### config.mk
export PLATFORM = sky130hd
export DESIGN_NAME = stpsq_sequencer
export DESIGN_NICKNAME = d
export VERILOG_FILES = /design/src/core/stpsq_pkg.sv /design/src/core/stpsq_sequencer.sv
export VERILOG_INCLUDE_DIRS = /design/src /design/src/core
export SDC_FILE = /design/constraint.sdc
export NUM_CORES = 1
export LEC_CHECK = 0
export ABC_AREA = 1
export BUFFER_PORTS_ARGS = -buffer_cell sky130_fd_sc_hd__buf_2
export CAP_MARGIN = 20
export CORE_ASPECT_RATIO = 0.8
export CORE_UTILIZATION = 40
export CTS_BUF_LIST = sky130_fd_sc_hd__clkbuf_8
export DETAILED_ROUTE_END_ITERATION = 8
export PLACE_DENSITY = 0.65
export SETUP_SLACK_MARGIN = 0.5
export SYNTH_ARGS = -nofsm -noshare
export SYNTH_HDL_FRONTEND = slang
export SYNTH_SLANG_ARGS = --single-unit
### constraint.sdc
create_clock -name sys_clk_in -period 1.7 [get_ports sys_clk_in]
set_input_delay 0.51 -clock sys_clk_in [delete_from_list [all_inputs] [get_ports sys_clk_in]]
set_output_delay 0.51 -clock sys_clk_in [all_outputs]
set_load 0.1 [all_outputs]
### src/core/stpsq_regs.svh
`ifndef STPSQ_REGS_SVH
`define STPSQ_REGS_SVH
// ==========================================
// Register map (word addresses on the bus)
`define STPSQ_ADDR_BREAK_STATUS   4'h0
`define STPSQ_ADDR_RESET_CAUSE    4'h1
`define STPSQ_ADDR_BREAK_FLAG_CTL 4'h2
`define STPSQ_ADDR_CONFIG         4'h3
`define STPSQ_ADDR_STATE          4'h4
// ==========================================
// Field positions
`define STPSQ_BIT_BREAK_EXIT      1
`define STPSQ_BIT_CLEAR_ENABLE    0
`define STPSQ_BIT_SHORT_RECOVERY  0
`define STPSQ_BIT_LVR             1
`define STPSQ_BIT_ILLEGAL_ADDRESS_FLAG            3
`define STPSQ_BIT_ILLEGAL_OPCODE_FLAG            4
`define STPSQ_BIT_WDOG            5
`define STPSQ_BIT_PIN             6
`define STPSQ_BIT_POR             7
// ==========================================
// Reset values and timing
`define STPSQ_RST_BYTE            8'h00
`define STPSQ_RST_CAUSE_POR       8'h80
`define STPSQ_RECOVERY_LONG       12'hfff
`define STPSQ_RECOVERY_SHORT      12'h01f
`define STPSQ_CNT_ZERO            12'h000
`define STPSQ_CNT_ONE             12'h001
`define STPSQ_REC_ZERO            13'h0000
`define STPSQ_REC_ONE             13'h0001
`define STPSQ_FALL_PHASE          1'b1
`endif

### src/core/stpsq_pkg.sv
package stpsq_pkg;
	typedef enum logic [1:0] {
		STPSQ_RUN     = 2'b00,
		STPSQ_STOPPED = 2'b01,
		STPSQ_RECOVER = 2'b10
	} stpsq_state_t;

	typedef struct packed {
		logic por;
		logic pin;
		logic wdog;
		logic illegal_opcode_flag;
		logic illegal_address_flag;
		logic lvr;
	} stpsq_cause_t;

	typedef struct packed {
		logic       read;
		logic       write;
		logic [3:0] address;
		logic [7:0] writedata;
	} stpsq_bus_req_t;
endpackage

### src/core/stpsq_sequencer.sv
// Register access over Avalon-MM and the register addresses were decided locally.
`timescale 1ns/10ps
`include "stpsq_regs.svh"
// Functional notes
// Stop mode: prescaler cleared, clocks off
// Leave stop on interrupt, reset, break
// No stacking before recovery delay ends
// Gate bus and crystal clock outputs
// Delay 4096 cycles, or 32 if short
// Crystal systems should keep short bit clear
// Break wakeup from stop sets exit flag
// Prescaler held until recovery, then counts
// Writing zero clears break exit flag
// Exit flag reads one after break exit
// Reading reset cause clears all flags
// Power-on reset sets power-on flag
// Pin reset sets external reset flag
// Watchdog reset sets watchdog flag
// Illegal opcode reset sets its flag
// Illegal fetch address reset sets flag
// Low-voltage reset sets its flag
// Clear enable gates break-state flag clearing; only flag_clear_ok_out is gated, cause and exit flags clear regardless
// Twelve-bit prescaler on crystal falling phase
// Flag cleared in break stays cleared
// Recovery done re-enables clocks, then service
module stpsq_sequencer
	import stpsq_pkg::*;
(
	// Clock and reset
	input  wire logic        sys_clk_in,
	input  wire logic        resetn_in,
	// Avalon-MM slave
	input  wire logic [3:0]  avs_address_in,
	input  wire logic        avs_read_in,
	input  wire logic        avs_write_in,
	input  wire logic [7:0]  avs_writedata_in,
	output logic      [7:0]  avs_readdata_out,
	output logic             avs_waitrequest_out,
	// CPU and wake sources
	input  wire logic        stop_exec_in,
	input  wire logic        irq_in,
	input  wire logic        break_in,
	input  wire logic        wake_reset_in,
	input  wire logic        break_state_in,
	// Reset causes, one-cycle pulses
	input  wire logic        por_event_in,
	input  wire logic        pin_reset_in,
	input  wire logic        wdog_reset_in,
	input  wire logic        illegal_opcode_flag_reset_in,
	input  wire logic        illegal_address_flag_fetch_in,
	input  wire logic        lvr_reset_in,
	// Clock gating and handshake
	output logic             bus_clock_en_out,
	output logic             crystal_clock_en_out,
	output logic             stack_go_out,
	output logic             flag_clear_ok_out,
	output logic      [11:0] prescaler_out
);
	// ==========================================
	// Bus decode
	stpsq_bus_req_t req;
	logic           ack;
	logic           rd_cause;
	logic           wr_hit;
	assign req = '{avs_read_in, avs_write_in, avs_address_in, avs_writedata_in};

	function automatic logic hit(input stpsq_bus_req_t r, input logic [3:0] a);
		hit = (r.read | r.write) && (r.address == a);
	endfunction

	// One wait cycle per access keeps reads with side effects single-shot
	always_ff @(posedge sys_clk_in) begin
		if (!resetn_in) begin
			ack <= 1'b0;
		end else begin
			ack <= (req.read | req.write) & ~ack;
		end
	end
	assign avs_waitrequest_out = (req.read | req.write) & ~ack;
	// Clear at the capture edge, so a cause that arrives later is never lost unread
	assign rd_cause = req.read & ~ack & hit(req, `STPSQ_ADDR_RESET_CAUSE);
	assign wr_hit   = ack & req.write;

	// ==========================================
	// State and prescaler
	stpsq_state_t state;
	stpsq_state_t next_state;
	logic         short_recovery;
	logic         clear_enable;
	logic         break_exit;
	logic         phase;
	logic         fall_tick;
	logic         wake;
	logic [11:0]  limit;
	assign wake = irq_in | break_in | wake_reset_in;
	assign limit = short_recovery ? `STPSQ_RECOVERY_SHORT : `STPSQ_RECOVERY_LONG;
	assign fall_tick = (phase == `STPSQ_FALL_PHASE);

	// Crystal clock is modeled as sys_clk/2; its falling phase is an enable
	always_ff @(posedge sys_clk_in) begin
		if (!resetn_in) begin
			phase <= 1'b0;
		end else begin
			phase <= ~phase;
		end
	end

	always_comb begin
		next_state = state;
		case (state)
			STPSQ_RUN: begin
				if (stop_exec_in) begin
					next_state = STPSQ_STOPPED;
				end
			end
			STPSQ_STOPPED: begin
				if (wake) begin
					next_state = STPSQ_RECOVER;
				end
			end
			STPSQ_RECOVER: begin
				if (fall_tick && prescaler_out == limit) begin
					next_state = STPSQ_RUN;
				end
			end
			default: begin
				next_state = STPSQ_RUN;
			end
		endcase
	end

	always_ff @(posedge sys_clk_in) begin
		if (!resetn_in) begin
			state <= STPSQ_RUN;
		end else begin
			state <= next_state;
		end
	end

	// Counts outside stop, restarting from zero when recovery ends; doubles as watchdog prescaler
	always_ff @(posedge sys_clk_in) begin
		if (!resetn_in) begin
			prescaler_out <= `STPSQ_CNT_ZERO;
		end else if (state == STPSQ_STOPPED || next_state == STPSQ_STOPPED) begin
			prescaler_out <= `STPSQ_CNT_ZERO;
		end else if (state == STPSQ_RECOVER && next_state == STPSQ_RUN) begin
			prescaler_out <= `STPSQ_CNT_ZERO;
		end else if (fall_tick) begin
			prescaler_out <= prescaler_out + `STPSQ_CNT_ONE;
		end
	end

	assign bus_clock_en_out     = (state == STPSQ_RUN);
	assign crystal_clock_en_out = (state != STPSQ_STOPPED);

	// Stacking released only when recovery completes
	always_ff @(posedge sys_clk_in) begin
		if (!resetn_in) begin
			stack_go_out <= 1'b0;
		end else begin
			stack_go_out <= (state == STPSQ_RECOVER) && (next_state == STPSQ_RUN);
		end
	end

	// ==========================================
	// Control registers
	always_ff @(posedge sys_clk_in) begin
		if (!resetn_in) begin
			short_recovery <= 1'b0;
			clear_enable   <= 1'b0;
		end else if (wr_hit) begin
			if (hit(req, `STPSQ_ADDR_CONFIG)) begin
				short_recovery <= req.writedata[`STPSQ_BIT_SHORT_RECOVERY];
			end
			if (hit(req, `STPSQ_ADDR_BREAK_FLAG_CTL)) begin
				clear_enable <= req.writedata[`STPSQ_BIT_CLEAR_ENABLE];
			end
		end
	end
	assign flag_clear_ok_out = ~break_state_in | clear_enable;

	// Set wins over a simultaneous software clear
	always_ff @(posedge sys_clk_in) begin
		if (!resetn_in) begin
			break_exit <= 1'b0;
		end else if (state == STPSQ_STOPPED && break_in) begin
			break_exit <= 1'b1;
		end else if (wr_hit && req.address == `STPSQ_ADDR_BREAK_STATUS
				&& !req.writedata[`STPSQ_BIT_BREAK_EXIT]) begin
			break_exit <= 1'b0;
		end
	end

	// ==========================================
	// Reset cause; por starts set since sys reset models power-on
	stpsq_cause_t cause;
	stpsq_cause_t set_cause;
	assign set_cause = '{por_event_in, pin_reset_in, wdog_reset_in, illegal_opcode_flag_reset_in,
		illegal_address_flag_fetch_in, lvr_reset_in};

	always_ff @(posedge sys_clk_in) begin
		if (!resetn_in) begin
			cause <= '{1'b1, 1'b0, 1'b0, 1'b0, 1'b0, 1'b0};
		end else if (|set_cause) begin
			cause <= set_cause;
		end else if (rd_cause) begin
			cause <= '0;
		end
	end

	// ==========================================
	// Read data
	always_ff @(posedge sys_clk_in) begin
		if (!resetn_in) begin
			avs_readdata_out <= `STPSQ_RST_BYTE;
		end else if ((req.read & ~ack) == 1'b1) begin
			avs_readdata_out <= `STPSQ_RST_BYTE;
			case (req.address)
				`STPSQ_ADDR_BREAK_STATUS: begin
					avs_readdata_out[`STPSQ_BIT_BREAK_EXIT] <= break_exit;
				end
				`STPSQ_ADDR_RESET_CAUSE: begin
					avs_readdata_out[`STPSQ_BIT_POR]  <= cause.por;
					avs_readdata_out[`STPSQ_BIT_PIN]  <= cause.pin;
					avs_readdata_out[`STPSQ_BIT_WDOG] <= cause.wdog;
					avs_readdata_out[`STPSQ_BIT_ILLEGAL_OPCODE_FLAG] <= cause.illegal_opcode_flag;
					avs_readdata_out[`STPSQ_BIT_ILLEGAL_ADDRESS_FLAG] <= cause.illegal_address_flag;
					avs_readdata_out[`STPSQ_BIT_LVR]  <= cause.lvr;
				end
				`STPSQ_ADDR_BREAK_FLAG_CTL: begin
					avs_readdata_out[`STPSQ_BIT_CLEAR_ENABLE] <= clear_enable;
				end
				`STPSQ_ADDR_CONFIG: begin
					avs_readdata_out[`STPSQ_BIT_SHORT_RECOVERY] <= short_recovery;
				end
				`STPSQ_ADDR_STATE: begin
					avs_readdata_out[1:0] <= state;
				end
				default: begin
					avs_readdata_out <= `STPSQ_RST_BYTE;
				end
			endcase
		end
	end

	// ==========================================
	// Checks
	property p_stop_clocks;
		@(posedge sys_clk_in) disable iff (!resetn_in)
		state == STPSQ_STOPPED |-> !bus_clock_en_out && !crystal_clock_en_out;
	endproperty
	a_stop_clocks: assert property (p_stop_clocks) else $error("clocks on in stop");

	property p_stop_cnt;
		@(posedge sys_clk_in) disable iff (!resetn_in)
		state == STPSQ_STOPPED |=> prescaler_out == `STPSQ_CNT_ZERO || state == STPSQ_RECOVER;
	endproperty
	a_stop_cnt: assert property (p_stop_cnt) else $error("prescaler not held");

	property p_wake;
		@(posedge sys_clk_in) disable iff (!resetn_in)
		state == STPSQ_STOPPED && wake |=> state == STPSQ_RECOVER;
	endproperty
	a_wake: assert property (p_wake) else $error("no wake");

	property p_short;
		@(posedge sys_clk_in) disable iff (!resetn_in)
		$rose(state == STPSQ_RECOVER) && short_recovery |-> ##[63:66] state == STPSQ_RUN;
	endproperty
	a_short: assert property (p_short) else $error("short delay wrong");

	property p_stack;
		@(posedge sys_clk_in) disable iff (!resetn_in)
		stack_go_out |-> $past(state) == STPSQ_RECOVER && bus_clock_en_out;
	endproperty
	a_stack: assert property (p_stack) else $error("early stacking");

	property p_brk;
		@(posedge sys_clk_in) disable iff (!resetn_in)
		state == STPSQ_STOPPED && break_in |=> break_exit;
	endproperty
	a_brk: assert property (p_brk) else $error("break flag not set");

	property p_rc;
		@(posedge sys_clk_in) disable iff (!resetn_in)
		rd_cause && !(|set_cause) |=> cause == '0;
	endproperty
	a_rc: assert property (p_rc) else $error("cause not cleared");

	property p_break_flag_clear_enable;
		@(posedge sys_clk_in) disable iff (!resetn_in)
		break_state_in && !clear_enable |-> !flag_clear_ok_out;
	endproperty
	a_break_flag_clear_enable: assert property (p_break_flag_clear_enable) else $error("flags unprotected");

	// System cycles spent in recovery; only the delay check reads it
	logic [12:0] rec_cnt;
	always_ff @(posedge sys_clk_in) begin
		if (!resetn_in || state != STPSQ_RECOVER) begin
			rec_cnt <= `STPSQ_REC_ZERO;
		end else begin
			rec_cnt <= rec_cnt + `STPSQ_REC_ONE;
		end
	end

	property p_rec_len;
		@(posedge sys_clk_in) disable iff (!resetn_in)
		state == STPSQ_RECOVER && next_state == STPSQ_RUN |->
			rec_cnt[12:1] == (short_recovery ? `STPSQ_RECOVERY_SHORT : `STPSQ_RECOVERY_LONG);
	endproperty
	a_rec_len: assert property (p_rec_len) else $error("recovery length wrong");

	property p_presc_step;
		@(posedge sys_clk_in) disable iff (!resetn_in)
		state == STPSQ_RECOVER && fall_tick && next_state == STPSQ_RECOVER |=>
			prescaler_out == $past(prescaler_out) + `STPSQ_CNT_ONE;
	endproperty
	a_presc_step: assert property (p_presc_step) else $error("prescaler not counting");

	property p_presc_hold;
		@(posedge sys_clk_in) disable iff (!resetn_in)
		state == STPSQ_RECOVER && !fall_tick |=> $stable(prescaler_out);
	endproperty
	a_presc_hold: assert property (p_presc_hold) else $error("prescaler off its phase");

	property p_stop_entry;
		@(posedge sys_clk_in) disable iff (!resetn_in)
		state == STPSQ_RUN && stop_exec_in |=> state == STPSQ_STOPPED && prescaler_out == `STPSQ_CNT_ZERO;
	endproperty
	a_stop_entry: assert property (p_stop_entry) else $error("stop not entered");

	property p_stay_stop;
		@(posedge sys_clk_in) disable iff (!resetn_in)
		state == STPSQ_STOPPED && !wake |=> state == STPSQ_STOPPED && !crystal_clock_en_out;
	endproperty
	a_stay_stop: assert property (p_stay_stop) else $error("left stop unasked");

	property p_rec_start;
		@(posedge sys_clk_in) disable iff (!resetn_in)
		$rose(state == STPSQ_RECOVER) |-> prescaler_out == `STPSQ_CNT_ZERO;
	endproperty
	a_rec_start: assert property (p_rec_start) else $error("recovery count not from zero");

	property p_rec_clocks;
		@(posedge sys_clk_in) disable iff (!resetn_in)
		state == STPSQ_RECOVER |-> !bus_clock_en_out && crystal_clock_en_out;
	endproperty
	a_rec_clocks: assert property (p_rec_clocks) else $error("clocks wrong in recovery");

	property p_no_stack;
		@(posedge sys_clk_in) disable iff (!resetn_in)
		state != STPSQ_RUN |-> !stack_go_out;
	endproperty
	a_no_stack: assert property (p_no_stack) else $error("stacking while halted");

	property p_rec_done;
		@(posedge sys_clk_in) disable iff (!resetn_in)
		state == STPSQ_RECOVER && next_state == STPSQ_RUN |=> stack_go_out && bus_clock_en_out;
	endproperty
	a_rec_done: assert property (p_rec_done) else $error("no release after recovery");

	property p_exit_clr;
		@(posedge sys_clk_in) disable iff (!resetn_in)
		wr_hit && hit(req, `STPSQ_ADDR_BREAK_STATUS)
			&& !req.writedata[`STPSQ_BIT_BREAK_EXIT]
			&& !(state == STPSQ_STOPPED && break_in) |=> !break_exit;
	endproperty
	a_exit_clr: assert property (p_exit_clr) else $error("exit flag not cleared");

	property p_exit_keep;
		@(posedge sys_clk_in) disable iff (!resetn_in)
		break_exit && !(wr_hit && hit(req, `STPSQ_ADDR_BREAK_STATUS)) |=> break_exit;
	endproperty
	a_exit_keep: assert property (p_exit_keep) else $error("exit flag lost");

	property p_cause_set;
		@(posedge sys_clk_in) disable iff (!resetn_in)
		|set_cause |=> cause == $past(set_cause);
	endproperty
	a_cause_set: assert property (p_cause_set) else $error("cause not recorded");

	property p_por;
		@(posedge sys_clk_in) disable iff (!resetn_in)
		$rose(resetn_in) |-> cause.por && state == STPSQ_RUN && !stack_go_out;
	endproperty
	a_por: assert property (p_por) else $error("power-on state wrong");

	property p_break_flag_clear_enable_on;
		@(posedge sys_clk_in) disable iff (!resetn_in)
		!break_state_in || clear_enable |-> flag_clear_ok_out;
	endproperty
	a_break_flag_clear_enable_on: assert property (p_break_flag_clear_enable_on) else $error("flag clearing blocked");
endmodule

======== Word-level counts from Yosys, hierarchy flattened ========
Index checks and enable logic that the tools add are counted.
storage, ports and cells
  word-level logic and storage cells ...... 68
  bits of input ports ..................... 27
  bits in registers ....................... 33
operators by class
  reduce and logical (&&, ||, !) cells .... 19
  bitwise operators ....................... 12
  eq/ne operators ......................... 9
  multiplexer cells ....................... 12
  add/sub/neg operators ................... 1
operator list
  cell                                                                   count
  12-bit by 1-bit adder with 12-bit output, second input constant        1
  12-bit equality test                                                   1
  12-bit two-way mux                                                     1
  6-bit two-way mux                                                      2
  4-bit by 2-bit equality test with 1-bit output, second input constant  2
  1-bit logical AND                                                      8
  2-bit two-way mux                                                      3
  1-bit one-hot mux with 3 select lines                                  2
  2-bit one-hot mux with 3 select lines                                  1
  6-bit OR reduction                                                     1
  5-bit two-way mux                                                      1
  1-bit bitwise AND                                                      4
  2-bit by 1-bit equality test with 1-bit output, second input constant  2
  4-bit by 1-bit equality test with 1-bit output, second input constant  1
  4-bit by 3-bit equality test with 1-bit output, second input constant  1
  2-bit zero test                                                        2
  4-bit zero test                                                        1
  1-bit inverter                                                         4
  1-bit bitwise OR                                                       4
  2-bit AND reduction                                                    2
  2-bit nonzero test                                                     2
  3-bit OR reduction                                                     1
  2-bit equality test, second input constant                             1
  1-bit two-way mux                                                      2
  other kinds (3)                                                        3

======== Longest topological paths before layout ========
  depth after elaboration ................. 8
  depth in mapped cells ................... 9
  depth with buffers taken out ............ 9

======== Worst setup path before layout ========
Ideal clock, no wire load.
  path type ............................... reg2reg
  start ................................... reg state[0]
  end ..................................... reg prescaler_out[1]
  setup slack ............................. -0.681 ns
  library setup time ...................... 0.119 ns
  cell stages (with the launch flop) ...... 6
  clock period less this slack ............ 2.381 ns
  arrival time ............................ 2.261 ns
  path through ............................ dfxtp_1 > nor2_1 > a22oi_2 > nand3_4 > buf_12 > nor2_2
between the ends
  longest elaborated chain between the ends .. 5
  elaborated cells between the ends (all ways) .. 12
  classes of those cells .................. 3 x eq/ne; 4 x mux; 5 x reduce/logical
RTL lines
  item                                                                               line                                            RTL
  start, declared                                                                    stpsq_sequencer.sv:86                           stpsq_state_t state;
  start signal, assigned                                                             stpsq_sequencer.sv:136                          state <= next_state;
  2-bit zero test (*)                                                                n/a
  net bus_clock_en_out                                                               stpsq_sequencer.sv:53                           output logic bus_clock_en_out,
  2-bit one-hot mux with 3 select lines (*)                                          stpsq_sequencer.sv:110                          case (state)
  2-bit by 1-bit equality test with 1-bit output or 2-bit zero test (tied branches)  stpsq_sequencer.sv:144, stpsq_sequencer.sv:146
  1-bit logical OR or 1-bit logical AND (tied branches)                              stpsq_sequencer.sv:144, stpsq_sequencer.sv:146
  3-bit OR reduction (no source line) (*)                                            n/a
  end signal, assigned                                                               stpsq_sequencer.sv:143                          prescaler_out <= `STPSQ_CNT_ZERO;
  end signal, assigned                                                               stpsq_sequencer.sv:145                          prescaler_out <= `STPSQ_CNT_ZERO;
  end signal, assigned                                                               stpsq_sequencer.sv:147                          prescaler_out <= `STPSQ_CNT_ZERO;
  end, declared                                                                      stpsq_sequencer.sv:57                           output logic [11:0] prescaler_out
The timed path passes the listed nets; every way through them passes the cells marked *.
A chain may end at the register's enable or synchronous reset.

======== Final worst setup path ========
  start ................................... reg state[0]
  end ..................................... out crystal_clock_en_out
between the ends
  longest elaborated chain between the ends .. 1
RTL lines
  item                                      line                    RTL
  2-bit by 1-bit != test with 1-bit output  stpsq_sequencer.sv:154  assign crystal_clock_en_out = (state != STPSQ_STOPPED);
  end, declared                             stpsq_sequencer.sv:54   output logic crystal_clock_en_out,
Every way passes these cells.

==> impl_metrics.toml <==
[detailed_routing]
drt-pass1-iter-count = 4
via_per_inst = 4.791
drt-total-wl_mm = 4.593
ant_nets = 0
wl_per_cell_um = 13.12
vias = 1677
drt_iter0_drc = 100
post-route-drc-count = 0

[synth]
synth-xor-area-share = 0.03810
synth_edf_count = 0
syn_nets = 238
synthArstFlopShare = 0
synth_top_family_by_area = "simple AND/OR/NAND/NOR gates"
synth-compound-area-share = 0.09565
synth.area.mux_share = 0.006221
synthFlopType = "dfxtp_1"
synthSimpleGateAreaFrac = 0.3476
yosys_warnings = 0
synthDistinctLibCells = 33
syn_inst = 210
ys_seq_area_frac = 0.4106
syn_area_um2 = 1609
synthAdderAreaFrac = 0.007776
avgSynthCellArea_um2 = 7.662
ys_seq_elements = 33

[floorplan]
start_util = 0.4203
core_um2 = 3829
pin_count = 52
die_w_um = 72.91
die_y_um = 58.73
dieArea_um2 = 4282
rows = 20

[min_path]
holdPathEnd = "cause[5]"
min_from = "por_event_in"
holdPathStages = 3
hold_class = "primary input to register"

[placement]
detailed_place.area_um2 = 2103
hpwl_mm = 2.543
gp_congestion = 0.7995
io_buffers = 44

[timing]
rsz0062_at_grt = "yes"
clock.fmax_mhz = 614.7
finalHoldViolCount = 0
finalCritPeriodShare = 0.9569
tns_ns = 0
setup_violations = 0
slew_viol_final = 0
skew_ns = 0.003804
min_period_ns = 1.627

[run_status]
status = "completed"

[clock_tree]
clkTransAtPathRegs_ns = 0.07
root_buffer = "clkbuf_8"
cts.path.max_buffers = 2
htree_num_levels = 2
cts_made_buffers = 5
cts_sinks = 33
clock_latency_ns = 0.29
tritoncts = "yes"
cts_hold_buf = 0

[layout]
num-nets-final = 322
layout_common_cells = "nand2_1 (39), buf_4 (30), buf_12 (24)"
area_growth_pct = 80.40
insertedDiodeCount = 0
fin_area_um2 = 2903
drive_above_1_share = 0.6068
final_common_cell = "nand2_1"

[setup_path]
ff2ff_setup_slack_ns = 0.36
start_kind = "register"
r2r_end = "prescaler_out[0]"
ff2ff_path_depth = 6
cp-end-kind = "output pin"
cp.required_ns = 1.19
worstSetupPathType = "register to output pin"
r2r_start = "prescaler_out[1]"
cp.arrival_ns = 1.12
crit_fanout = 4

[global_route]
grt_use_total = 0.2069
grt_max_degree = 18
grt_pass1_wl_mm = 6.637
first_global_vias = 1513
antenna_found_initial = 0
overflow = 0

[pwr]
total_power_w = 0.001778
max-vdd-ir-drop_mv = 0.6499
power.density_nw_per_um2 = 612.4
leakagePower_nw = 1.174

[job]
maxCapViolCount = 0
## power by group
part	switching, W	leakage [nW]	internal (W)	total (W)
registers	0.0000280	0.285	0.000780	0.000808
clock network	0.000292	0.0491	0.000277	0.000569
logic	0.000246	0.840	0.000155	0.000401
total	0.000566	1.17	0.00121	0.00178
## cell type report
cell class	count	area (um2)
Inverter	28	133.9
Sequential cell	33	726.9
Multi-Input combinational cell	146	992.2
Tap cell	55	68.82
Clock inverter	3	13.76
Fill cell	262	925.9
Timing Repair Buffer	80	898.4
Clock buffer	5	68.82
## stage by stage
| step | std cells | util | hold WS (ns) | setup WS, ns |
|---|---|---|---|---|
| after floorplan | 210 | - | 0.4317 | 0.1721 |
| after global placement | 306 | 0.5493 | 0.4508 | 0.2010 |
| after detailed placement | 306 | 0.5493 | 0.4510 | 0.2002 |
| after CTS | 338 | 0.7075 | 0.4617 | 0.06912 |
| after global routing | 350 | 0.7582 | 0.4714 | 0.03753 |
| final | 350 | 0.7582 | 0.4598 | 0.07332 |
## cell usage after synthesis, types with 2 or more instances
library cell | count | area [um2]
nor2_1 | 23 | 86.33
xor2_1 | 3 | 26.28
inv_2 | 3 | 11.26
nor2_4 | 2 | 22.52
nand2_2 | 4 | 25.02
xnor2_1 | 4 | 35.03
nand2_1 | 43 | 161.4
nor2_2 | 11 | 68.82
dfxtp_1 | 33 | 660.6
nor3_2 | 2 | 20.02
nand4_1 | 6 | 37.54
inv_1 | 25 | 93.84
a21oi_1 | 14 | 70.07
nor3_1 | 4 | 20.02
o21ai_0 | 7 | 35.03
nand3_1 | 9 | 45.04
## flip-flops by register name, summed over array words and instances (netlist names)
signal	count
short_recovery	1
ack	1
avs_readdata_out	7
state	2
prescaler_out	12
fall_tick	1
clear_enable	1
break_exit	1
stack_go_out	1
cause	6
## worst max path at each step
stage                             from  depth (start not counted)  slack, ns              endpoint
after floorplan           avs_write_in                          2       0.17   avs_waitrequest_out
after global placement        break_in                          5       0.20     prescaler_out[11]
after detailed placement      break_in                          5       0.20      prescaler_out[0]
after CTS                     state[0]                          4       0.07  crystal_clock_en_out
after global routing          state[0]                          4       0.04  crystal_clock_en_out
final                         state[0]                          4       0.07  crystal_clock_en_out
## kinds of logic (layout without fill, tap and decap cells)
| logic type | after synthesis | count (layout) |
|---|---|---|
| fa+ha+maj | 1 | 1 |
| buf+inv | 32 | 116 |
| xor+xnor | 7 | 7 |
| simple gates | 109 | 110 |
| compound gates | 26 | 26 |
| other cells | 1 | 1 |
| flops | 33 | 33 |
| mux | 1 | 1 |
## worst max-delay path, stage by stage (launching register included)
cell	delay, ns
dfxtp_4	0.37
inv_2	0.05
nor2_4	0.11
clkinvlp_4	0.12
buf_12	0.17
## per-layer routing
| layer | up-vias | wire length, um | global-route usage |
|---|---|---|---|
| li1 | 847 | - | - |
| met1 | 784 | 2036 | 0.2649 |
| met2 | 36 | 2266 | 0.3351 |
| met3 | 10 | 191 | 0.05308 |
| met4 | 0 | 99 | 0.08403 |
| met5 | - | 0 | 0 |
## what timing repair did
item,4_1_cts,5_1_grt
buffers inserted,23,12
endpoints found under the setup margin,37,51
gates cloned,1,0
pin swaps,11,17
resized for setup,94,27
(Power assumes the default switching activity.)
